## config.mk

```make
export PLATFORM = sky130hd
export DESIGN_NAME = uart_regs
export DESIGN_NICKNAME = d
export VERILOG_FILES = /design/src/hdl/uart_regs_pkg.sv /design/src/hdl/sync_fifo.sv /design/src/hdl/uart_regs.sv
export SDC_FILE = /design/constraint.sdc
export NUM_CORES = 1
export LEC_CHECK = 0
export BUFFER_PORTS_ARGS = -buffer_cell sky130_fd_sc_hd__buf_2
export CAP_MARGIN = 20
export CORE_MARGIN = 2
export CORE_UTILIZATION = 60
export CTS_BUF_LIST = sky130_fd_sc_hd__clkbuf_4 sky130_fd_sc_hd__clkbuf_8 sky130_fd_sc_hd__clkbuf_16
export CTS_CLUSTER_DIAMETER = 50
export CTS_CLUSTER_SIZE = 28
export DETAILED_ROUTE_END_ITERATION = 10
export PLACE_DENSITY = 0.77
export SETUP_SLACK_MARGIN = 0.4
export SLEW_MARGIN = 20
export SYNTH_ARGS = -nofsm -noshare
export SYNTH_HDL_FRONTEND = slang
export SYNTH_SLANG_ARGS = --single-unit
export TNS_END_PERCENT = 1
```

## constraint.sdc

```tcl
create_clock -name clk -period 4.1 [get_ports clk]
set_clock_uncertainty 0.05 [all_clocks]
set_input_delay 0.41 -clock clk [delete_from_list [all_inputs] [get_ports clk]]
set_output_delay 0.41 -clock clk [all_outputs]
set_load 0.1 [all_outputs]
```

## src/hdl/uart_regs_pkg.sv

```systemverilog
package uart_regs_pkg;
  localparam int ADDR_W = 3;
  localparam logic [2:0] OFS_MODE = 3'h0;
  localparam logic [2:0] OFS_STAT = 3'h1;
  localparam logic [2:0] OFS_CMD = 3'h2;
  localparam logic [2:0] OFS_DATA = 3'h3;
  localparam logic [2:0] OFS_AUX = 3'h4;
  localparam logic [2:0] OFS_IMASK = 3'h5;
  localparam logic [2:0] OFS_CTHI = 3'h6;
  localparam logic [2:0] OFS_CTLO = 3'h7;
  localparam logic [3:0] CMD_PTR_RST = 4'h1;
  localparam logic [3:0] CMD_RX_RST = 4'h2;
  localparam logic [3:0] CMD_TX_RST = 4'h3;
  localparam logic [3:0] CMD_ERR_RST = 4'h4;
  localparam logic [3:0] CMD_BRKINT_RST = 4'h5;
  localparam logic [3:0] CMD_BRK_START = 4'h6;
  localparam logic [3:0] CMD_BRK_STOP = 4'h7;
  localparam logic [3:0] CMD_CT_START = 4'h8;
  localparam logic [3:0] CMD_CT_STOP = 4'h9;
  localparam logic [3:0] CMD_RTS_ON = 4'ha;
  localparam logic [3:0] CMD_RTS_OFF = 4'hb;
  localparam logic [3:0] CMD_MPIINT_RST = 4'hc;
  localparam int CR_TX_DIS = 3;
  localparam int CR_TX_EN = 2;
  localparam int CR_RX_DIS = 1;
  localparam int CR_RX_EN = 0;
  localparam int MR1_RXRTS = 7;
  localparam int MR1_RXINT = 6;
  localparam int MR1_ERRBLK = 5;
  localparam int MR1_PTYPE = 2;
  localparam int MR2_CTS = 4;
  localparam int MR2_STOP_HI = 3;
  localparam int ACR_NORMAL = 3;
  localparam logic [1:0] CHAN_NORMAL = 2'h0;
  localparam logic [1:0] CHAN_ECHO = 2'h1;
  localparam logic [1:0] CHAN_LOCAL = 2'h2;
  localparam logic [1:0] CHAN_REMOTE = 2'h3;
  localparam logic [1:0] PAR_WITH = 2'h0;
  localparam logic [1:0] PAR_NONE = 2'h2;
  localparam logic [1:0] PAR_SPECIAL = 2'h3;
  localparam logic [2:0] MPO_RTS = 3'h0;
  localparam logic [2:0] MPO_CT = 3'h1;
  localparam logic [2:0] MPO_TX1 = 3'h2;
  localparam logic [2:0] MPO_TX16 = 3'h3;
  localparam logic [2:0] MPO_RX1 = 3'h4;
  localparam logic [2:0] MPO_RX16 = 3'h5;
  localparam logic [2:0] MPO_TX_HOLDING_FREE = 3'h6;
  localparam logic [5:0] TICK_LAST = 6'h0f;
  localparam logic [5:0] TICK_HALF = 6'h07;
  localparam logic [5:0] STOP_SHORT_BASE = 6'h09;
  localparam logic [5:0] STOP_LONG_BASE = 6'h11;
  localparam logic [5:0] STOP_FIVE_ADD = 6'h08;
  localparam logic [7:0] MR_RST = 8'h00;
  localparam logic [7:0] CSR_RST = 8'h00;
  localparam logic [7:0] ACR_RST = 8'h08;
  localparam logic [7:0] IMR_RST = 8'h00;
  localparam logic [7:0] CT_RST = 8'h00;
  typedef struct packed {
    logic brk;
    logic fe;
    logic pe;
    logic [7:0] data;
  } rx_entry_type;
  typedef enum logic [2:0] {TX_IDLE, TX_START, TX_DATA, TX_PAR, TX_STOP} tx_state_type;
  typedef enum logic [2:0] {RX_IDLE, RX_START, RX_DATA, RX_PAR, RX_STOP} rx_state_type;
endpackage

```

## src/hdl/sync_fifo.sv

```systemverilog
module sync_fifo #(
  parameter int WIDTH = 11,
  parameter int DEPTH = 16
) (
  input wire logic clk,
  input wire logic rst_n,
  input wire logic flush,
  input wire logic inValid,
  output logic inReady,
  input wire logic [WIDTH-1:0] inData,
  output logic outValid,
  input wire logic outReady,
  output logic [WIDTH-1:0] outData
);
  localparam int AW = $clog2(DEPTH);
  localparam int CW = $clog2(DEPTH + 1);
  logic [WIDTH-1:0] mem [DEPTH];
  logic [AW-1:0] wrPtr_r, wrPtr_nxt, rdPtr_r, rdPtr_nxt;
  logic [CW-1:0] count_r, count_nxt;
  logic push, pop;

  assign inReady = (count_r != CW'(DEPTH));
  assign outValid = (count_r != '0);
  assign outData = mem[rdPtr_r];
  assign push = inValid && inReady;
  assign pop = outValid && outReady;

  always_comb begin
    wrPtr_nxt = push ? AW'((wrPtr_r + 1'b1) % DEPTH) : wrPtr_r;
    rdPtr_nxt = pop ? AW'((rdPtr_r + 1'b1) % DEPTH) : rdPtr_r;
    count_nxt = count_r + CW'(push) - CW'(pop);
    if (flush) begin
      wrPtr_nxt = '0;
      rdPtr_nxt = '0;
      count_nxt = '0;
    end
  end

  always_ff @(posedge clk or negedge rst_n) begin
    if (!rst_n) begin
      wrPtr_r <= '0;
      rdPtr_r <= '0;
      count_r <= '0;
    end else begin
      wrPtr_r <= wrPtr_nxt;
      rdPtr_r <= rdPtr_nxt;
      count_r <= count_nxt;
    end
  end

  // Storage has no reset; only pointers and count matter
  always_ff @(posedge clk) begin
    if (push && !flush) begin
      mem[wrPtr_r] <= inData;
    end
  end
endmodule

```

## src/hdl/uart_regs.sv

```systemverilog
module uart_regs #(
  parameter int BAUD_DIV = 8,
  parameter int FIFO_DEPTH = 16
) (
  input wire logic clk,
  input wire logic rst_n,
  input wire logic [uart_regs_pkg::ADDR_W-1:0] addr,
  input wire logic [7:0] wrData,
  input wire logic wrEn,
  input wire logic rdEn,
  output logic [7:0] rdData,
  input wire logic rxd,
  output logic txd,
  input wire logic clearToSendInN,
  output logic multipurposeOutputPin,
  output logic irqN
);
  import uart_regs_pkg::*;

  logic [7:0] mr1_r, mr1_nxt, mr2_r, mr2_nxt, csr_r, csr_nxt, acr_r, acr_nxt;
  logic [7:0] imr_r, imr_nxt, ctHi_r, ctHi_nxt, ctLo_r, ctLo_nxt;
  logic [7:0] thr_r, thr_nxt, rdData_r, rdData_nxt;
  logic ptr_r, ptr_nxt, txEn_r, txEn_nxt, rxEn_r, rxEn_nxt;
  logic rtsOn_r, rtsOn_nxt, autoNeg_r, autoNeg_nxt, brkOn_r, brkOn_nxt;
  logic oe_r, oe_nxt, errMask_r, errMask_nxt, thrFull_r, thrFull_nxt;
  logic isrMpi_r, isrMpi_nxt, isrBrk_r, isrBrk_nxt, mpiPrev_r;
  logic [2:0] errAcc_r, errAcc_nxt, headErr, stFlags;
  tx_state_type txState_r, txState_nxt;
  rx_state_type rxState_r, rxState_nxt;
  logic [5:0] txCnt_r, txCnt_nxt, rxCnt_r, rxCnt_nxt, stopTicks;
  logic [2:0] txBit_r, txBit_nxt, rxBit_r, rxBit_nxt, charLast;
  logic [7:0] txShift_r, txShift_nxt, rxShift_r, rxShift_nxt;
  logic txPar_r, txPar_nxt, rxPar_r, rxPar_nxt, txLine, txd_r, txd_nxt;
  logic brkHold_r, brkHold_nxt, pendValid_r, pendValid_nxt;
  rx_entry_type pend_r, pend_nxt, head, newEntry;
  logic [15:0] divCnt_r, divCnt_nxt, ctCnt_r, ctCnt_nxt;
  logic tick, clk16_r, ctRun_r, ctRun_nxt, ctReady_r, ctReady_nxt, ctOut_r, ctOut_nxt;
  logic mpo_r, mpo_nxt, mpoSel;
  logic cmdWr, dataRd, pop, txLoad, txIdle, tx_holding_free, tx_fully_idle, rx_fifo_full_flag, rx_char_available, rxIsrSrc;
  logic rxIn, rxDone, rxStartOk, brkEdge, rxOvr, parOn, fifoInReady, fifoOutValid;
  logic [10:0] fifoOut;
  logic [7:0] status, interrupt_status;
  logic [1:0] chan;

  localparam logic [15:0] DIV_LAST = 16'(BAUD_DIV - 1);

  function automatic logic isCmd(input logic wr, input logic [7:0] d, input logic [3:0] c);
    return wr && (d[7:4] == c);
  endfunction

  function automatic logic parCalc(input logic [7:0] d, input logic [1:0] len,
                                   input logic [1:0] mode, input logic ptype);
    logic [7:0] dm;
    dm = d & (8'hff >> (~len));
    return (mode == PAR_WITH) ? (^dm ^ ptype) : ptype;
  endfunction

  assign chan = mr2_r[7:6];
  assign parOn = (mr1_r[4:3] != PAR_NONE);
  assign charLast = 3'h4 + {1'b0, mr1_r[1:0]};
  assign cmdWr = wrEn && (addr == OFS_CMD);
  assign dataRd = rdEn && (addr == OFS_DATA);
  assign head = rx_entry_type'(fifoOut);
  assign pop = dataRd && fifoOutValid;
  assign rx_fifo_full_flag = !fifoInReady;
  assign rx_char_available = fifoOutValid;
  assign rxIsrSrc = mr1_r[MR1_RXINT] ? rx_fifo_full_flag : rx_char_available;
  assign txIdle = (txState_r == TX_IDLE);
  // Echo steals the transmitter, so its ready flags drop
  assign tx_holding_free = txEn_r && !thrFull_r && (chan != CHAN_ECHO);
  assign tx_fully_idle = tx_holding_free && txIdle;
  // CTS sampled only here, so a change mid-character has no effect
  assign txLoad = tick && txIdle && thrFull_r && !brkOn_r &&
                  (!mr2_r[MR2_CTS] || !clearToSendInN);
  assign headErr = (fifoOutValid && !errMask_r) ? {head.brk, head.fe, head.pe} : 3'h0;
  assign stFlags = mr1_r[MR1_ERRBLK] ? (errAcc_r | headErr) : headErr;
  assign status = {stFlags, oe_r, tx_fully_idle, tx_holding_free, rx_fifo_full_flag, rx_char_available};
  assign interrupt_status = {isrMpi_r, clearToSendInN, 1'b0, ctReady_r, isrBrk_r, rxIsrSrc, tx_fully_idle, tx_holding_free};
  assign irqN = ~|(interrupt_status & imr_r);
  assign tick = acr_r[ACR_NORMAL] && (divCnt_r == DIV_LAST);
  assign rdData = rdData_r;
  assign txd = txd_r;
  assign multipurposeOutputPin = mpo_r;

  always_comb begin
    mr1_nxt = mr1_r;
    mr2_nxt = mr2_r;
    csr_nxt = csr_r;
    acr_nxt = acr_r;
    imr_nxt = imr_r;
    ctHi_nxt = ctHi_r;
    ctLo_nxt = ctLo_r;
    ptr_nxt = ptr_r;
    thr_nxt = thr_r;
    thrFull_nxt = thrFull_r && !txLoad;
    rdData_nxt = 8'h00;
    if (rdEn) begin
      if (addr == OFS_MODE) begin
        rdData_nxt = ptr_r ? mr2_r : mr1_r;
        ptr_nxt = 1'b1;
      end else if (addr == OFS_STAT) begin
        rdData_nxt = status;
      end else if (addr == OFS_DATA) begin
        rdData_nxt = head.data;
      end else if (addr == OFS_AUX) begin
        rdData_nxt = interrupt_status;
      end else if (addr == OFS_CTHI) begin
        rdData_nxt = ctHi_r;
      end else if (addr == OFS_CTLO) begin
        rdData_nxt = ctLo_r;
      end
    end
    if (wrEn) begin
      if (addr == OFS_MODE) begin
        if (ptr_r) begin
          mr2_nxt = wrData;
        end else begin
          mr1_nxt = wrData;
        end
        ptr_nxt = 1'b1;
      end else if (addr == OFS_STAT) begin
        csr_nxt = wrData;
      end else if (addr == OFS_DATA && txEn_r) begin
        thr_nxt = wrData;
        thrFull_nxt = 1'b1;
      end else if (addr == OFS_AUX) begin
        acr_nxt = wrData;
      end else if (addr == OFS_IMASK) begin
        imr_nxt = wrData;
      end else if (addr == OFS_CTHI) begin
        ctHi_nxt = wrData;
      end else if (addr == OFS_CTLO) begin
        ctLo_nxt = wrData;
      end
    end
    if (isCmd(cmdWr, wrData, CMD_PTR_RST)) begin
      ptr_nxt = 1'b0;
    end
    txEn_nxt = txEn_r;
    if (cmdWr && wrData[CR_TX_EN]) begin
      txEn_nxt = 1'b1;
    end else if (cmdWr && wrData[CR_TX_DIS]) begin
      txEn_nxt = 1'b0;
    end
    rxEn_nxt = rxEn_r;
    if (cmdWr && wrData[CR_RX_EN]) begin
      rxEn_nxt = 1'b1;
    end else if (cmdWr && wrData[CR_RX_DIS]) begin
      rxEn_nxt = 1'b0;
    end
    if (isCmd(cmdWr, wrData, CMD_TX_RST)) begin
      txEn_nxt = 1'b0;
      thrFull_nxt = 1'b0;
    end
    if (isCmd(cmdWr, wrData, CMD_RX_RST)) begin
      rxEn_nxt = 1'b0;
    end
    brkOn_nxt = brkOn_r;
    if (isCmd(cmdWr, wrData, CMD_BRK_START) && txEn_r) begin
      brkOn_nxt = 1'b1;
    end else if (isCmd(cmdWr, wrData, CMD_BRK_STOP)) begin
      brkOn_nxt = 1'b0;
    end
    rtsOn_nxt = rtsOn_r;
    autoNeg_nxt = autoNeg_r;
    if (isCmd(cmdWr, wrData, CMD_RTS_ON)) begin
      rtsOn_nxt = 1'b1;
    end else if (isCmd(cmdWr, wrData, CMD_RTS_OFF)) begin
      rtsOn_nxt = 1'b0;
    end
    if (mr1_r[MR1_RXRTS] && rxStartOk && rx_fifo_full_flag) begin
      rtsOn_nxt = 1'b0;
      autoNeg_nxt = 1'b1;
    end else if (autoNeg_r && !rx_fifo_full_flag) begin
      rtsOn_nxt = 1'b1;
      autoNeg_nxt = 1'b0;
    end
    // Flags: a new overrun, break or CTS change in the clearing cycle survives; errAcc_r clears regardless
    errAcc_nxt = errAcc_r | (mr1_r[MR1_ERRBLK] ? headErr : 3'h0);
    errMask_nxt = pop ? 1'b0 : errMask_r;
    oe_nxt = oe_r;
    if (isCmd(cmdWr, wrData, CMD_ERR_RST) || isCmd(cmdWr, wrData, CMD_RX_RST)) begin
      errAcc_nxt = 3'h0;
      // A flush empties the FIFO, so nothing is left to mask
      errMask_nxt = fifoOutValid && !pop && !isCmd(cmdWr, wrData, CMD_RX_RST);
      oe_nxt = 1'b0;
    end
    oe_nxt = oe_nxt || rxOvr;
    isrBrk_nxt = (isrBrk_r && !isCmd(cmdWr, wrData, CMD_BRKINT_RST)) || brkEdge;
    isrMpi_nxt = (isrMpi_r && !isCmd(cmdWr, wrData, CMD_MPIINT_RST)) ||
                 (mpiPrev_r != clearToSendInN);
  end

  always_ff @(posedge clk or negedge rst_n) begin
    if (!rst_n) begin
      mr1_r <= MR_RST;
      mr2_r <= MR_RST;
      csr_r <= CSR_RST;
      acr_r <= ACR_RST;
      imr_r <= IMR_RST;
      ctHi_r <= CT_RST;
      ctLo_r <= CT_RST;
      thr_r <= 8'h00;
      rdData_r <= 8'h00;
      {ptr_r, txEn_r, rxEn_r, rtsOn_r, autoNeg_r, brkOn_r} <= 6'h00;
      {oe_r, errMask_r, thrFull_r, isrMpi_r, isrBrk_r} <= 5'h00;
      mpiPrev_r <= 1'b1;
      errAcc_r <= 3'h0;
    end else begin
      mr1_r <= mr1_nxt;
      mr2_r <= mr2_nxt;
      csr_r <= csr_nxt;
      acr_r <= acr_nxt;
      imr_r <= imr_nxt;
      ctHi_r <= ctHi_nxt;
      ctLo_r <= ctLo_nxt;
      thr_r <= thr_nxt;
      rdData_r <= rdData_nxt;
      {ptr_r, txEn_r, rxEn_r, rtsOn_r, autoNeg_r, brkOn_r} <=
        {ptr_nxt, txEn_nxt, rxEn_nxt, rtsOn_nxt, autoNeg_nxt, brkOn_nxt};
      {oe_r, errMask_r, thrFull_r, isrMpi_r, isrBrk_r} <=
        {oe_nxt, errMask_nxt, thrFull_nxt, isrMpi_nxt, isrBrk_nxt};
      mpiPrev_r <= clearToSendInN;
      errAcc_r <= errAcc_nxt;
    end
  end

  always_comb begin
    stopTicks = {2'b00, mr2_r[3:0]} + (mr2_r[MR2_STOP_HI] ? STOP_LONG_BASE : STOP_SHORT_BASE);
    if (!mr2_r[MR2_STOP_HI] && mr1_r[1:0] == 2'b00) begin
      stopTicks = stopTicks + STOP_FIVE_ADD;
    end
    txState_nxt = txState_r;
    txCnt_nxt = txCnt_r;
    txBit_nxt = txBit_r;
    txShift_nxt = txShift_r;
    txPar_nxt = txPar_r;
    case (txState_r)
      TX_START: txLine = 1'b0;
      TX_DATA: txLine = txShift_r[0];
      TX_PAR: txLine = txPar_r;
      default: txLine = 1'b1;
    endcase
    if (isCmd(cmdWr, wrData, CMD_TX_RST)) begin
      txState_nxt = TX_IDLE;
    end else if (txLoad) begin
      txShift_nxt = thr_r;
      txPar_nxt = parCalc(thr_r, mr1_r[1:0], mr1_r[4:3], mr1_r[MR1_PTYPE]);
      txCnt_nxt = 6'h00;
      txState_nxt = TX_START;
    end else if (tick && !txIdle) begin
      txCnt_nxt = txCnt_r + 6'h01;
      if (txState_r == TX_STOP && txCnt_r == stopTicks - 6'h01) begin
        txState_nxt = TX_IDLE;
      end else if (txState_r != TX_STOP && txCnt_r == TICK_LAST) begin
        txCnt_nxt = 6'h00;
        txBit_nxt = 3'h0;
        if (txState_r == TX_START) begin
          txState_nxt = TX_DATA;
        end else if (txState_r == TX_DATA) begin
          txShift_nxt = {1'b0, txShift_r[7:1]};
          txBit_nxt = txBit_r + 3'h1;
          if (txBit_r == charLast) begin
            txState_nxt = parOn ? TX_PAR : TX_STOP;
          end
        end else begin
          txState_nxt = TX_STOP;
        end
      end
    end
    // Break only lands between characters
    if (chan == CHAN_LOCAL) begin
      txd_nxt = 1'b1;
    end else if (chan == CHAN_NORMAL) begin
      txd_nxt = txLine && !(brkOn_r && txIdle && !thrFull_r);
    end else begin
      txd_nxt = rxd;
    end
  end

  always_ff @(posedge clk or negedge rst_n) begin
    if (!rst_n) begin
      txState_r <= TX_IDLE;
      txCnt_r <= 6'h00;
      txBit_r <= 3'h0;
      txShift_r <= 8'h00;
      txPar_r <= 1'b0;
      txd_r <= 1'b1;
    end else begin
      txState_r <= txState_nxt;
      txCnt_r <= txCnt_nxt;
      txBit_r <= txBit_nxt;
      txShift_r <= txShift_nxt;
      txPar_r <= txPar_nxt;
      txd_r <= txd_nxt;
    end
  end

  always_comb begin
    rxIn = (chan == CHAN_LOCAL) ? txLine : rxd;
    rxState_nxt = rxState_r;
    rxCnt_nxt = rxCnt_r + 6'h01;
    rxBit_nxt = rxBit_r;
    rxShift_nxt = rxShift_r;
    rxPar_nxt = rxPar_r;
    brkHold_nxt = brkHold_r;
    rxDone = 1'b0;
    rxStartOk = 1'b0;
    brkEdge = 1'b0;
    newEntry.data = rxShift_r >> (~mr1_r[1:0]);
    newEntry.fe = !rxIn;
    newEntry.brk = (newEntry.data == 8'h00) && !rxIn && !(parOn && rxPar_r);
    newEntry.pe = parOn && ((mr1_r[4:3] == PAR_SPECIAL) ? rxPar_r :
                  (rxPar_r != parCalc(newEntry.data, mr1_r[1:0], mr1_r[4:3],
                                      mr1_r[MR1_PTYPE])));
    if (!rxEn_r) begin
      rxState_nxt = RX_IDLE;
      rxCnt_nxt = rxCnt_r;
    end else if (!tick) begin
      rxCnt_nxt = rxCnt_r;
    end else begin
      case (rxState_r)
        RX_IDLE: begin
          rxCnt_nxt = 6'h00;
          // After a break the line must mark before a new start
          if (brkHold_r) begin
            if (rxIn) begin
              brkHold_nxt = 1'b0;
              brkEdge = 1'b1;
            end
          end else if (!rxIn) begin
            rxState_nxt = RX_START;
          end
        end
        RX_START: begin
          if (rxCnt_r == TICK_HALF) begin
            rxCnt_nxt = 6'h00;
            rxBit_nxt = 3'h0;
            rxState_nxt = rxIn ? RX_IDLE : RX_DATA;
            rxStartOk = !rxIn;
          end
        end
        RX_DATA: begin
          if (rxCnt_r == TICK_LAST) begin
            rxCnt_nxt = 6'h00;
            rxShift_nxt = {rxIn, rxShift_r[7:1]};
            rxBit_nxt = rxBit_r + 3'h1;
            if (rxBit_r == charLast) begin
              rxState_nxt = parOn ? RX_PAR : RX_STOP;
            end
          end
        end
        RX_PAR: begin
          if (rxCnt_r == TICK_LAST) begin
            rxCnt_nxt = 6'h00;
            rxPar_nxt = rxIn;
            rxState_nxt = RX_STOP;
          end
        end
        default: begin
          if (rxCnt_r == TICK_LAST) begin
            rxDone = 1'b1;
            rxState_nxt = RX_IDLE;
            brkHold_nxt = newEntry.brk;
            brkEdge = newEntry.brk;
          end
        end
      endcase
    end
    pendValid_nxt = pendValid_r && !fifoInReady;
    pend_nxt = pend_r;
    rxOvr = 1'b0;
    if (rxDone && chan != CHAN_REMOTE) begin
      if (pendValid_r && !fifoInReady) begin
        rxOvr = 1'b1;
      end else begin
        pend_nxt = newEntry;
        pendValid_nxt = 1'b1;
      end
    end
    if (isCmd(cmdWr, wrData, CMD_RX_RST)) begin
      pendValid_nxt = 1'b0;
      brkHold_nxt = 1'b0;
    end
  end

  always_ff @(posedge clk or negedge rst_n) begin
    if (!rst_n) begin
      rxState_r <= RX_IDLE;
      rxCnt_r <= 6'h00;
      rxBit_r <= 3'h0;
      rxShift_r <= 8'h00;
      rxPar_r <= 1'b0;
      brkHold_r <= 1'b0;
      pendValid_r <= 1'b0;
      pend_r <= '0;
    end else begin
      rxState_r <= rxState_nxt;
      rxCnt_r <= rxCnt_nxt;
      rxBit_r <= rxBit_nxt;
      rxShift_r <= rxShift_nxt;
      rxPar_r <= rxPar_nxt;
      brkHold_r <= brkHold_nxt;
      pendValid_r <= pendValid_nxt;
      pend_r <= pend_nxt;
    end
  end

  sync_fifo #(.WIDTH($bits(rx_entry_type)), .DEPTH(FIFO_DEPTH)) rxFifo (
    .clk(clk),
    .rst_n(rst_n),
    .flush(isCmd(cmdWr, wrData, CMD_RX_RST)),
    .inValid(pendValid_r),
    .inReady(fifoInReady),
    .inData(pend_r),
    .outValid(fifoOutValid),
    .outReady(dataRd),
    .outData(fifoOut)
  );

  always_comb begin
    divCnt_nxt = acr_r[ACR_NORMAL] ? (tick ? 16'h0000 : divCnt_r + 16'h0001) : divCnt_r;
    ctCnt_nxt = ctCnt_r;
    ctRun_nxt = ctRun_r;
    ctOut_nxt = ctOut_r;
    ctReady_nxt = ctReady_r && !isCmd(cmdWr, wrData, CMD_CT_STOP);
    if (isCmd(cmdWr, wrData, CMD_CT_START)) begin
      ctCnt_nxt = {ctHi_r, ctLo_r};
      ctRun_nxt = 1'b1;
    end else if (ctRun_r) begin
      if (ctCnt_r == 16'h0000) begin
        ctCnt_nxt = {ctHi_r, ctLo_r};
        ctOut_nxt = !ctOut_r;
        ctReady_nxt = 1'b1;
      end else begin
        ctCnt_nxt = ctCnt_r - 16'h0001;
      end
    end
    case (acr_r[2:0])
      MPO_RTS: mpoSel = !rtsOn_r;
      MPO_CT: mpoSel = ctOut_r;
      MPO_TX1: mpoSel = txCnt_r[3];
      MPO_TX16: mpoSel = clk16_r;
      MPO_RX1: mpoSel = rxCnt_r[3];
      MPO_RX16: mpoSel = clk16_r;
      MPO_TX_HOLDING_FREE: mpoSel = tx_holding_free;
      default: mpoSel = rxIsrSrc;
    endcase
    mpo_nxt = mpoSel;
  end

  always_ff @(posedge clk or negedge rst_n) begin
    if (!rst_n) begin
      divCnt_r <= 16'h0000;
      clk16_r <= 1'b0;
      ctCnt_r <= 16'h0000;
      ctRun_r <= 1'b0;
      ctReady_r <= 1'b0;
      ctOut_r <= 1'b1;
      mpo_r <= 1'b1;
    end else begin
      divCnt_r <= divCnt_nxt;
      clk16_r <= clk16_r ^ tick;
      ctCnt_r <= ctCnt_nxt;
      ctRun_r <= ctRun_nxt;
      ctReady_r <= ctReady_nxt;
      ctOut_r <= ctOut_nxt;
      mpo_r <= mpo_nxt;
    end
  end
endmodule

```

==> results of run 1 <==
-- through the flow --
stage | hold WS [ns] | utilization | worst slack (ns) | area [µm²] | total power, mW
after floorplan | 0.0644 | - | 0.832 | 16500 | 6.33
after global placement | 0.401 | 0.632 | 0.778 | 17000 | 6.96
after detailed placement | 0.417 | 0.632 | 0.690 | 17000 | 7.03
after CTS | 0.0223 | 0.676 | 0.669 | 18200 | 10.2
after global routing | 0.0264 | 0.676 | 0.445 | 18200 | 10.6
final | 0.0233 | 0.676 | 0.657 | 18200 | 10.2
-- logic make-up (layout without fill, tap and decap cells) --
family          after synthesis  after routing  synth area share
simple gates                362            362             0.116
buf+inv                      93            146            0.0239
fa+ha+maj                    23             23            0.0179
flops                       356            356             0.594
compound gates              223            223            0.0846
xor+xnor                     52             52            0.0293
mux                         153            153             0.134
-- power by group --
group	switching [mW]	leakage (nW)	total (mW)	internal (mW)
Combinational	1.31	2.54	2.45	1.15
Sequential	0.489	3.93	4.53	4.04
Clock	1.47	0.566	3.20	1.73
-- registers in the layout (all words and copies together) (netlist names), 4 cells and up --
| name | count |
|---|---|
| acr_r | 4 |
| ctCnt_r | 16 |
| ctHi_r | 8 |
| ctLo_r | 8 |
| divCnt_r | 16 |
| imr_r | 7 |
| mr1_r | 8 |
| mr2_r | 8 |
| pend_r | 11 |
| rdData | 8 |
| rxCnt_r | 6 |
| rxFifo.count_r | 5 |
| rxFifo.mem | 176 |
| rxFifo.rdPtr_r | 4 |
| rxFifo.wrPtr_r | 4 |
| rxShift_r | 8 |
| thr_r | 8 |
| txCnt_r | 6 |
| txShift_r | 8 |
-- cell type report --
cell class	instances	share of cell area
sequential	356	0.538
multi-input combinational	813	0.349
clock buffer	40	0.0518
tap	341	0.0234
timing repair buffer	48	0.0187
clock inverter	24	0.0125
inverter	34	0.00700
-- what timing repair did --
item,4_1_cts,5_1_grt
hold endpoints to repair,1,0
buffers inserted,0,0
hold buffers,1,0
-- worst reg2reg max path: cells and delay by family (launching register included) --
kind | cells | cell delay, ns
adders and majority gates | 4 | 1.08
buffers and inverters | 2 | 0.13
AOI/OAI and AO/OA | 2 | 0.28
and+or+nand+nor | 5 | 1.44
DFF | 1 | 0.39
-- layer usage --
layer / GRT usage / share of wire
met1: 0.378 / 0.45
met2: 0.398 / 0.46
met3: 0.0358 / 0.059
met4: 0.0728 / 0.027
met5: 0 / 0
-- worst paths after layout --
path / startpoint / end / slack [ns] / cells past startpoint
max: rxFifo.count_r[2] / rxFifo.count_r[4] / 0.66 / 13
min: clearToSendInN / mpiPrev_r / 0.02 / 1
max reg2reg: rxFifo.count_r[2] / rxFifo.count_r[4] / 0.66 / 13
min reg2reg: txShift_r[6] / txShift_r[6] / 0.43 / 2
max in group asynchronous: rst_n / acr_r[3] / 2.53 / 3
min in group asynchronous: rst_n / rdData[7] / 0.52 / 2
-- cells in the final DEF, fill, tap and decap left out, types with 30 or more instances in the layout --
| cell type | instances |
|---|---|
| nor2_1 | 81 |
| clkbuf_16 | 36 |
| nand2_1 | 96 |
| inv_1 | 33 |
| dfrtp_1 | 173 |
| xnor2_1 | 33 |
| a21oi_1 | 43 |
| mux2_2 | 76 |
| edfxtp_1 | 176 |
| o21ai_0 | 79 |
| mux4_2 | 47 |
| mux2i_1 | 30 |
==> results by stage, run 1 <==
Floorplanning:
- From left edge to right edge, the die measures 170 µm.
- The area of the core is 0.0270 mm².
- The floorplan step defined a die boundary enclosing 0.0288 mm².
- In this run the core area contains 60 standard-cell rows.
- The effective utilization at floorplan is 0.612.
- The die is 170 µm tall.
- 28 I/O pins were placed.

Worst setup path:
- In this run the worst path has a maximum fanout of 6.
- The category of the critical setup timing path is flop to flop.
- The critical path's largest stage delay is 0.47 ns.
- STA puts the critical path data required time at 4.50 ns.
- The endpoint type of the worst setup path is a flop.
- The slowest library cell on the worst path is or3b_2.
- The cell that appears most often on the critical path is ha_1.
- Counting both buffers and inverters, the worst setup path holds a total of 2.
- The worst setup path is launched from a flop.
- The kind of cell adding the most delay to the critical path is simple AND/OR/NAND/NOR gates.
- Data arrives at the worst endpoint at 3.84 ns.
- The critical path goes through inv_1 -> ha_1 -> or3b_2 -> nor2_1 -> and3b_1 -> ha_1 -> inv_1 -> ha_1 -> fa_1 -> a21oi_1 -> nor2_1 -> or3_1 -> a21oi_1.

Global routing:
- The initial antenna violation count is 0.
- The total global routing track utilization is 0.254.
- The maximum number of pins on one net before global-route repair is 114.
- The wire length of the first global-routing pass is 56,900 µm.
- The via count of the first global-routing pass came to 10,300.
- For this run the aggregate overflow at the end of global routing stands at 0.

Synthesis:
- The share of the synthesized area in the top cell type is 0.320.
- Sorting the synthesized cells by area gives the leading types as edfxtp_1 32%, dfrtp_1 27%, mux4_2 6.4%, mux2_2 5.2%, o21ai_0 2.4%.
- The proportion of register bits with asynchronous set or reset after synthesis is 0.506.
- The number of synthesized flops with an enable pin is 176.
- The number of warning messages in the yosys log is 0.
- The post-synthesis cell count is 1,262.
- The most common cell in the netlist is edfxtp_1.
- The number of different library cells used by synthesis comes to 81.
- The number of register bits inferred by synthesis is 356.
- The biggest area consumer among synthesized cells is edfxtp_1.
- The share of the Yosys chip area taken by registers is 0.594.
- The cell area after technology mapping is 0.0165 mm².
- Sorting the synthesized cells by how often they occur yields 176 x edfxtp_1, 175 x dfrtp_1, 96 x nand2_1.
- The most instantiated flip-flop cell in the synthesis netlist is edfxtp_1.
- A synthesized cell averages 13.1 µm².
- The number of nets in the synthesized netlist is 1,302.

STA:
- Setup repair after global routing left no endpoint under its margin.
- The worst pin sits at a relative slew slack of 0.289.
- The final max-slew violation count was 0.
- The period utilization is 0.840.
- The post-route minimum period is 3.44 ns.
- The transition at the pin with the smallest max-transition slack is 1.06 ns.
- Setup violations remaining at the end of the flow were counted as 0.
- The number of failing hold endpoints at the final stage is 0.
- The total negative slack for setup checks is 0 ns.
- Based on the critical path, the design can be clocked at up to 290 MHz.

Power:
- VDD sags by at most 0.000370 V.
- Power spread over the standard cell area amounts to 559 mW/mm².
- Summed over all cells, the static leakage comes to 7.03 nW.

Place:
- At the end of routability-driven placement, the weighted congestion stood at 0.883.
- During placement, the flow inserted port buffers numbering 27.
- Counting tap cells, the placed design contains a total of 1,591 instances.
- After legalization and detailed placement, the total HPWL measured 23,900 µm.

Clock network:
- The clock transition time at the flip-flop clock pins of the worst setup and hold paths is 0.07 ns.
- The cell at the root of the clock tree is clkbuf_16.
- The number of clock sinks is 356.
- The count of instances resized after the clock tree is built is 0.
- The maximum root-to-sink buffer count is 3.
- In this run, CTS created clock tree buffers numbering 35.
- At the later pin of the worst-skew pair, clock insertion delay measures 0.53 ns.
- The number of H-tree levels is 2.
- TritonCTS built the clock tree.

Routing:
- The DRC violation count after routing is 0.
- For this block, the via count after detailed routing is 10,500.
- After the first detailed-routing iteration, the DRC count stood at 948.
- The average via count per standard cell is 6.33.
- The count of nets left with antenna violations once routing finished came out at 0.
- The detailed-router iteration count before antenna repair is 5.
- The per-cell routed wire length is 21.4 µm.
- For this block, the routed nets add up to 35,500 µm of wire.

Finish:
- The antenna diode count is 0.
- The net count of the finished layout is 1,328.
- The multi-input combinational cells in the finished layout cover a total of 0.00636 mm².
- Counting the fill cells in the layout gives 1,875.
- Summing all flip-flop and latch instances after layout gives 0.00980 mm².
- The count of placed standard cells in the final layout, fillers left out is 1,656.
- Of the cells placed in the final design, the portion with a size suffix greater than 1 is 0.205.
- The area growth from synthesis to layout is 10.5%.

Outcome:
- The flow ran to the end, and the final reports show no timing, DRC or antenna violations.

Min path:
- The worst hold path class is input port to flop.

Job:
- Max-cap violations in this run came to 0.
(Power assumes the default switching activity.)
==> run 2: changes to the inputs <==
Clock period 4.1 ns to 3.45 ns, I/O delays scaled along.
==> run 2 against run 1 <==
Count of clock-buffer cells in the layout down 4. Power up 21%. First-iteration DRC count up 19%. Global-route usage up 1.4 points. Highest routed layer unchanged.
==> results by stage, run 2 (synthesis gave the netlist of run 1 again) <==
Outcome:
- The run finished with clean final reports.

Global routing:
- The initial antenna violation count came to 0 (unchanged).
- The total global routing track utilization was 0.268 (+0.0139).
- The total grt overflow was 0 (unchanged).
- The via count of the first global-routing pass came to 10,500 (+2.7%).
- The wire length of the first global-routing pass is 59,400 µm (+4.4%).
- The maximum number of pins on one net before global-route repair was 93 (-18%).

Power:
- The fraction of power consumed by combinational cells is 0.245 (+0.004).
- The design internal power is 8.43 mW (+22%).
- The net switching power of the design was 3.90 mW (+20%).
- The static power due to leakage is 7.14 nW (+1.6%).
- The maximum ir drop on the vdd rail is 0.000423 V (+14%).
- The sequential share of power is 0.435 (-0.010).
- The total power per unit cell area was 670 mW/mm² (+20%).
- The share of power burned in the clock network is 0.321 (+0.007).
- The switching share of power is 0.316 (-0.00393).

Worst setup path:
- STA classifies the critical path startpoint as a flop.
- The worst setup path is captured at a flop.
- The worst path required time is 3.84 ns (-0.66 ns).
- The category of the critical setup timing path is flop to flop.
- The peak fanout along the critical path is 3 (-3).
- The data arrival time of the critical path came to 3.43 ns (-0.41 ns).

Finish:
- The library cell used most frequently in the layout, excluding fill and tap cells, is edfxtp_1.
- The antenna diode count is 0 (unchanged).
- Compared with the post-synthesis result, the final layout area differs by 11.5%.
- The top cell types in the final layout, fill and taps aside, are 176 x edfxtp_1, 173 x dfrtp_1, 96 x nand2_1.
- The largest registers in the layout are rxFifo.mem x176, ctCnt_r x16, divCnt_r x16.
- The fraction of final layout cells with drive strength greater than 1 was 0.221 (+0.0154).
- The post-layout net count is 1,346 (+1.4%).
- The flip-flop count of the largest register after layout is 176 (unchanged).
- The register containing the most flip-flops in the final layout is rxFifo.mem.

Floorplanning:
- The die boundary width is 170 µm (unchanged).
- The number of top-level pins is 28 (unchanged).
- The area of the core is 0.0270 mm² (unchanged).
- The die footprint is 0.0288 mm² (unchanged).
- The height of the die is 170 µm (unchanged).
- The effective utilization at floorplan was 0.612 (unchanged).
- The standard-cell row count was 60 (unchanged).

Clock network:
- The number of H-tree levels came to 2 (unchanged).
- The TritonCTS buffer count came to 34 (-2.9%).
- The clock transition time at the flip-flop clock pins of the worst setup and hold paths was 0.07 ns (about the same).
- TritonCTS built the clock tree.
- The tree is rooted in a clkbuf_16.
- The number of clock sinks is 356 (unchanged).
- The insertion delay to the later sink of the worst-skew pair is 0.53 ns (about the same).
- The maximum root-to-sink buffer count is 3 (unchanged).

STA:
- The worst slew slack as a fraction of its limit is 0.374 (+0.0846).
- Setup repair after global routing could not meet its margin everywhere.
- The period utilization is 0.881 (+0.0414).
- The transition at the pin with the smallest max-transition slack came to 0.932 ns (-0.126 ns).
- The number of failing hold endpoints at the final stage came to 0 (unchanged).
- The post-route minimum period is 3.04 ns (-0.403 ns).
- The setup violation total in the final timing report is 0 (unchanged).
- The total negative slack for setup checks is 0 ns (unchanged).
- The final max-slew violation count is 0 (unchanged).
- The maximum frequency from static timing analysis came to 329 MHz (+13%).
- The worst hold-check slack is 0.0825 ns (+0.0591 ns).

Routing:
- The routed wire length is 37,300 µm (+5.2%).
- The total number of vias is 10,600 (+1.2%).
- After detailed routing, no signal wire sits above met4.
- The met1 routed wirelength after detailed routing was 16,300 µm (+1.7%).
- The detailed route wirelength on metal3 was 2650 µm (+26%).
- The average via count per standard cell is 6.34 (+0.17%).
- The met2 wire length came to 17,200 µm (+5.3%).
- The DRC violation count after routing is 0 (unchanged).
- The per-cell routed wire length is 22.3 µm (+4.1%).
- The DRC marker count from the first detailed-route iteration is 1,128 (+19%).
- The remaining antenna violation count after routing is 0 (unchanged).
- The detailed-router iteration count before antenna repair is 8 (+3).

Min path:
- The worst hold path class is input port to flop.

Place:
- The number of buffers inserted by port buffering was 27 (unchanged).
- The estimated wirelength of the detail-placed design is 24,700 µm (+3.3%).
- The placer's final routability congestion estimate is 0.847 (-4.1%).

Job:
- The number of max-cap violations is 0 (unchanged).
==> run 2: final timing paths <==
check / start / end / slack [ns] / cells past startpoint
min in group asynchronous: rst_n / rdData[4] / 0.30 / 2
worst min-delay path: rxd / txd / 0.08 / 3
worst max register to register: rxFifo.count_r[2] / rxFifo.count_r[4] / 0.41 / 13
worst min register to register: txShift_r[1] / txShift_r[1] / 0.44 / 2
worst max-delay path: rxFifo.count_r[2] / rxFifo.count_r[4] / 0.41 / 13
max in group asynchronous: rst_n / multipurposeOutputPin / 2.14 / 3
==> run 2: routing by layer <==
metal  global-route usage  up-vias
li1                     -     4808
met1                0.396     5323
met4               0.0844        0
met5                    0        -
met3               0.0421       76
met2                0.415      404
==> run 2: what timing repair did <==
item	in CTS	in global routing
hold buffers	2	0
buffers inserted	1	0
pin swaps	0	1
endpoints found under the setup margin	46	46
gates cloned	0	0
endpoints found under the hold margin	50	0
resized for setup	4	6
==> run 2: worst max-delay path: stages, from the launching register on <==
cell and delay (ns):
dfrtp_1 0.39, inv_1 0.10, ha_1 0.15, or3b_4 0.39, nor2_2 0.10, and3b_2 0.23, ha_1 0.28, inv_1 0.04
ha_1 0.20, fa_2 0.36, a21oi_2 0.13, nor2_1 0.05, or3_1 0.34, a21oi_1 0.15
==> run 2: area by class of cell <==
type | count | area (µm²)
sequential | 356 | 9800
fill | 1844 | 8560
multi-input combinational | 813 | 6380
clock buffer | 36 | 866
timing repair buffer | 67 | 474
tap | 341 | 427
clock inverter | 26 | 323
inverter | 34 | 128
==> run 2: per-stage QoR <==
step | cells | setup WS (ns) | util | area [µm²] | power, mW
after floorplan | 1262 | 0.182 | - | 16500 | 7.52
after global placement | 1608 | 0.268 | 0.637 | 17200 | 8.33
after detailed placement | 1608 | 0.144 | 0.637 | 17200 | 8.40
after CTS | 1673 | 0.259 | 0.682 | 18400 | 12.4
after global routing | 1673 | 0.293 | 0.682 | 18400 | 12.9
final | 1673 | 0.410 | 0.682 | 18400 | 12.3
==> run 2: power by group through the flow <==
| stage | clock (mW) | combinational, mW | sequential [mW] |
|---|---|---|---|
| 6_report | 3.95 | 3.02 | 5.36 |
| 5_1_grt | 4.18 | 3.28 | 5.43 |
| 4_1_cts | 4.01 | 3.01 | 5.35 |
| 3_5_place_dp | 0 | 2.97 | 5.43 |
| 3_3_place_gp | 0 | 2.92 | 5.41 |
| 2_1_floorplan | 0 | 2.23 | 5.29 |
==> run 3: changes to the inputs <==
Settings changed: ABC_AREA from default to 1.
==> run 3 against run 2 <==
Register-to-register slack improved by 0.27 ns. Critical path type is now flop to primary output. Die area up 1.6%. Sequential power down 4.3%. Hold slack got worse by 0.053 ns. Largest cell class unchanged.
==> results by stage, run 3 <==
Routing:
- The met2 wire length came to 19,900 µm (+15%).
- The met1 routed wirelength after detailed routing is 17,700 µm (+8.3%).
- The DRC violation count after routing is 0 (unchanged).
- The detailed-router iteration count before antenna repair was 5 (-3).
- The uppermost metal layer occupied by signal nets is met4.
- The remaining antenna violation count after routing is 0 (unchanged).
- The per-cell routed wire length is 18.6 µm (-17%).
- The routed wire length was 41,400 µm (+11%).
- The detailed route wirelength on metal3 is 2640 µm (-0.53%).
- The DRC marker count from the first detailed-route iteration is 1,551 (+38%).
- The total number of vias is 13,100 (+24%).
- The average via count per standard cell is 5.89 (-7.1%).

Synthesis:
- The total nets after synthesis is 1,832 (+41%).
- The cell area after technology mapping is 0.0168 mm² (+1.6%).
- The post-synthesis cell count came to 1,792 (+42%).
- The number of register bits inferred by synthesis is 356 (unchanged).
- By area the synthesized netlist is led by edfxtp_1 32%, dfrtp_1 26%, nand2_1 8.9%, o21ai_0 5.5%, nand3_1 4.8%.
- The number of warning messages in the yosys log is 0 (unchanged).
- The share of the synthesized area in the top cell type is 0.315 (-0.00519).
- The proportion of register bits with asynchronous set or reset after synthesis is 0.506 (unchanged).
- The mean instance size in the synthesized netlist is 9.36 µm² (-28%).
- The most instantiated flip-flop cell in the synthesis netlist is edfxtp_1.
- The count of different cell masters after synthesis came to 59 (-27%).
- The most common cell in the netlist is nand2_1.
- The proportion of synthesized chip area in sequential cells came to 0.584 (-0.00961).
- In the synthesized netlist, the cells that appear most often are 398 x nand2_1, 185 x o21ai_0, 181 x inv_1.
- The number of synthesized flops with an enable pin is 176 (unchanged).
- The biggest area contributor in the post-synthesis netlist is edfxtp_1.

Finish:
- The library cell used most frequently in the layout, excluding fill and tap cells, is nand2_1.
- The total non-filler cell area in the finished layout is 0.0187 mm² (+1.8%).
- Leaving out fill and tap cells, the most frequent cells in the layout are 398 x nand2_1, 185 x o21ai_0, 181 x inv_1.
- The antenna diode count is 0 (unchanged).
- In the final layout, the registers with the most flip-flops are rxFifo.mem x176, ctCnt_r x16, divCnt_r x16.
- The post-layout net count is 1,868 (+39%).
- Ranked by flip-flop count, first place goes to rxFifo.mem.
- The area overhead of the layout relative to synthesis is 11.7%.
- The flip-flop count of the largest register after layout came to 176 (unchanged).
- The fraction of final layout cells with drive strength greater than 1 was 0.0885 (-0.132).

STA:
- The final max-slew violation count came to 0 (unchanged).
- The maximum frequency from static timing analysis is 340 MHz (+3.3%).
- The worst slew slack as a fraction of its limit is 0.439 (+0.0650).
- The total negative slack for setup checks came to 0 ns (unchanged).
- The smallest setup slack after layout is 0.508 ns (+0.0979 ns).
- The transition at the pin with the smallest max-transition slack came to 0.841 ns (-0.0912 ns).
- The setup violation total in the final timing report came to 0 (unchanged).
- The worst hold-check slack is 0.0299 ns (-0.0525 ns).
- Setup repair after global routing left no endpoint under its margin.
- The post-route minimum period came to 2.94 ns (-0.0979 ns).
- The number of failing hold endpoints at the final stage is 0 (unchanged).
- The period utilization is 0.853 (-0.0284).

Global routing:
- The via count of the first global-routing pass is 12,500 (+18%).
- The wire length of the first global-routing pass was 65,700 µm (+11%).
- The total grt overflow is 0 (unchanged).
- The maximum number of pins on one net before global-route repair is 100 (+7.5%).
- The total global routing track utilization is 0.287 (+0.0192).
- The initial antenna violation count was 0 (unchanged).

Power:
- The static power due to leakage is 8.17 nW (+14%).
- The maximum ir drop on the vdd rail is 0.000546 V (+29%).
- The total power per unit cell area was 695 mW/mm² (+3.7%).
- The overall power of the completed layout is 13.0 mW (+5.6%).

Job:
- The number of max-cap violations was 0 (unchanged).

Worst setup path:
- The worst path required time is 3.05 ns (-0.79 ns).
- The data arrival time of the critical path is 2.55 ns (-0.88 ns).
- The count of cells along the worst register-to-register path was 14 (+1).
- The peak fanout along the critical path is 5 (+2).
- The worst setup path is launched from a flop.
- The endpoint type of the worst setup path is a primary output.
- The worst setup path is of the flop to primary output kind.

Clock network:
- The clock transition time at the flip-flop clock pins of the worst setup and hold paths is 0.09 ns (+0.02 ns).
- The insertion delay to the later sink of the worst-skew pair was 0.54 ns (about the same).
- The cell at the root of the clock tree is clkbuf_16.
- The number of clock sinks came to 356 (unchanged).
- The TritonCTS buffer count is 35 (+2.9%).
- The number of H-tree levels was 2 (unchanged).
- The CTS tree is yes.
- The number of post-CTS setup repair buffers is 0 (-1).
- The maximum root-to-sink buffer count came to 3 (unchanged).

Outcome:
- The flow ran to the end, and the final reports show no timing, DRC or antenna violations.

Floorplanning:
- The effective utilization at floorplan is 0.607 (-0.00520).
- The die footprint came to 0.0293 mm² (+1.6%).
- The area of the core is 0.0276 mm² (+2.5%).
- The number of top-level pins came to 28 (unchanged).
- The height of the die is 171 µm (+0.80%).
- The die boundary width is 171 µm (+0.80%).
- The standard-cell row count is 61 (+1.7%).

Place:
- The placer's final routability congestion estimate is 0.961 (+13%).
- The estimated wirelength of the detail-placed design is 27,400 µm (+11%).
- The number of buffers inserted by port buffering is 27 (unchanged).
- The cell area after placement is 0.0174 mm² (+1.4%).
- The worst setup slack before clock tree synthesis came to 0.745 ns (+0.602 ns).

Min path:
- The path class of the tightest hold or removal check is input port to flop.
- The count of cells along the worst hold path is 3 (unchanged).
[run 3: per-stage QoR]
stage	instances	utilization
3_5_place_dp	2167	0.629
6_report	2231	0.678
3_3_place_gp	2167	0.629
4_1_cts	2231	0.678
5_1_grt	2231	0.678
2_1_floorplan	1792	-
[run 3: final cells by class]
type / instances / area, µm²
sequential: 356 / 9800
fill: 2149 / 8900
multi-input combinational: 1181 / 5980
clock buffer: 39 / 947
inverter: 193 / 726
tap: 378 / 473
timing repair buffer: 61 / 445
clock inverter: 23 / 363
[run 3: logic make-up (layout without fill, tap and decap cells)]
kind of cell / Yosys count / in the layout / synth area share
and+or+nand+nor: 771 / 771 / 0.200
DFF: 356 / 356 / 0.584
AOI/OAI and AO/OA: 345 / 345 / 0.116
buffers and inverters: 255 / 316 / 0.0599
xor gates and xnor gates: 34 / 34 / 0.0178
adders and majority gates: 23 / 23 / 0.0176
muxes: 8 / 8 / 0.00492
[run 3: critical path, stage by stage, from the launching register on]
cell and delay [ns]:
dfrtp_1 0.38, inv_1 0.07, ha_1 0.20, nand3_1 0.10, inv_1 0.06, nand2_1 0.14
o21ai_0 0.26, a22o_1 0.27, a311oi_2 0.26, buf_6 0.27
[run 3: layer usage]
metal | GRT usage | vias up
li1 | - | 6188
met1 | 0.406 | 6382
met2 | 0.465 | 479
met3 | 0.0380 | 99
met4 | 0.0958 | 0
met5 | 0 | -
[run 3: power by group]
group,switching (mW),total [mW],leakage (nW),internal (mW)
registers,0.332,5.13,3.96,4.79
logic,2.52,3.65,3.58,1.12
clock network,1.83,4.24,0.638,2.41
total,4.69,13.0,8.17,8.33
[run 3: repair_timing]
| action | CTS | global route |
|---|---|---|
| hold buffers | 2 | 0 |
| hold endpoints to repair | 56 | 0 |
| pin swaps | 0 | 0 |
| resized for setup | 1 | 1 |
| endpoints found under the setup margin | 1 | 1 |
| cloned | 0 | 0 |
[run 3: worst paths after layout]
check | start | to | slack [ns]
hold / removal | wrData[2] | txEn_r | 0.03
hold reg to reg | txBit_r[2] | txBit_r[2] | 0.42
setup / recovery | rxFifo.count_r[2] | irqN | 0.51
min in group asynchronous | rst_n | ctCnt_r[9] | 0.32
max in group asynchronous | rst_n | mr1_r[0] | 2.11
setup reg to reg | rxFifo.count_r[3] | rxFifo.count_r[4] | 0.68
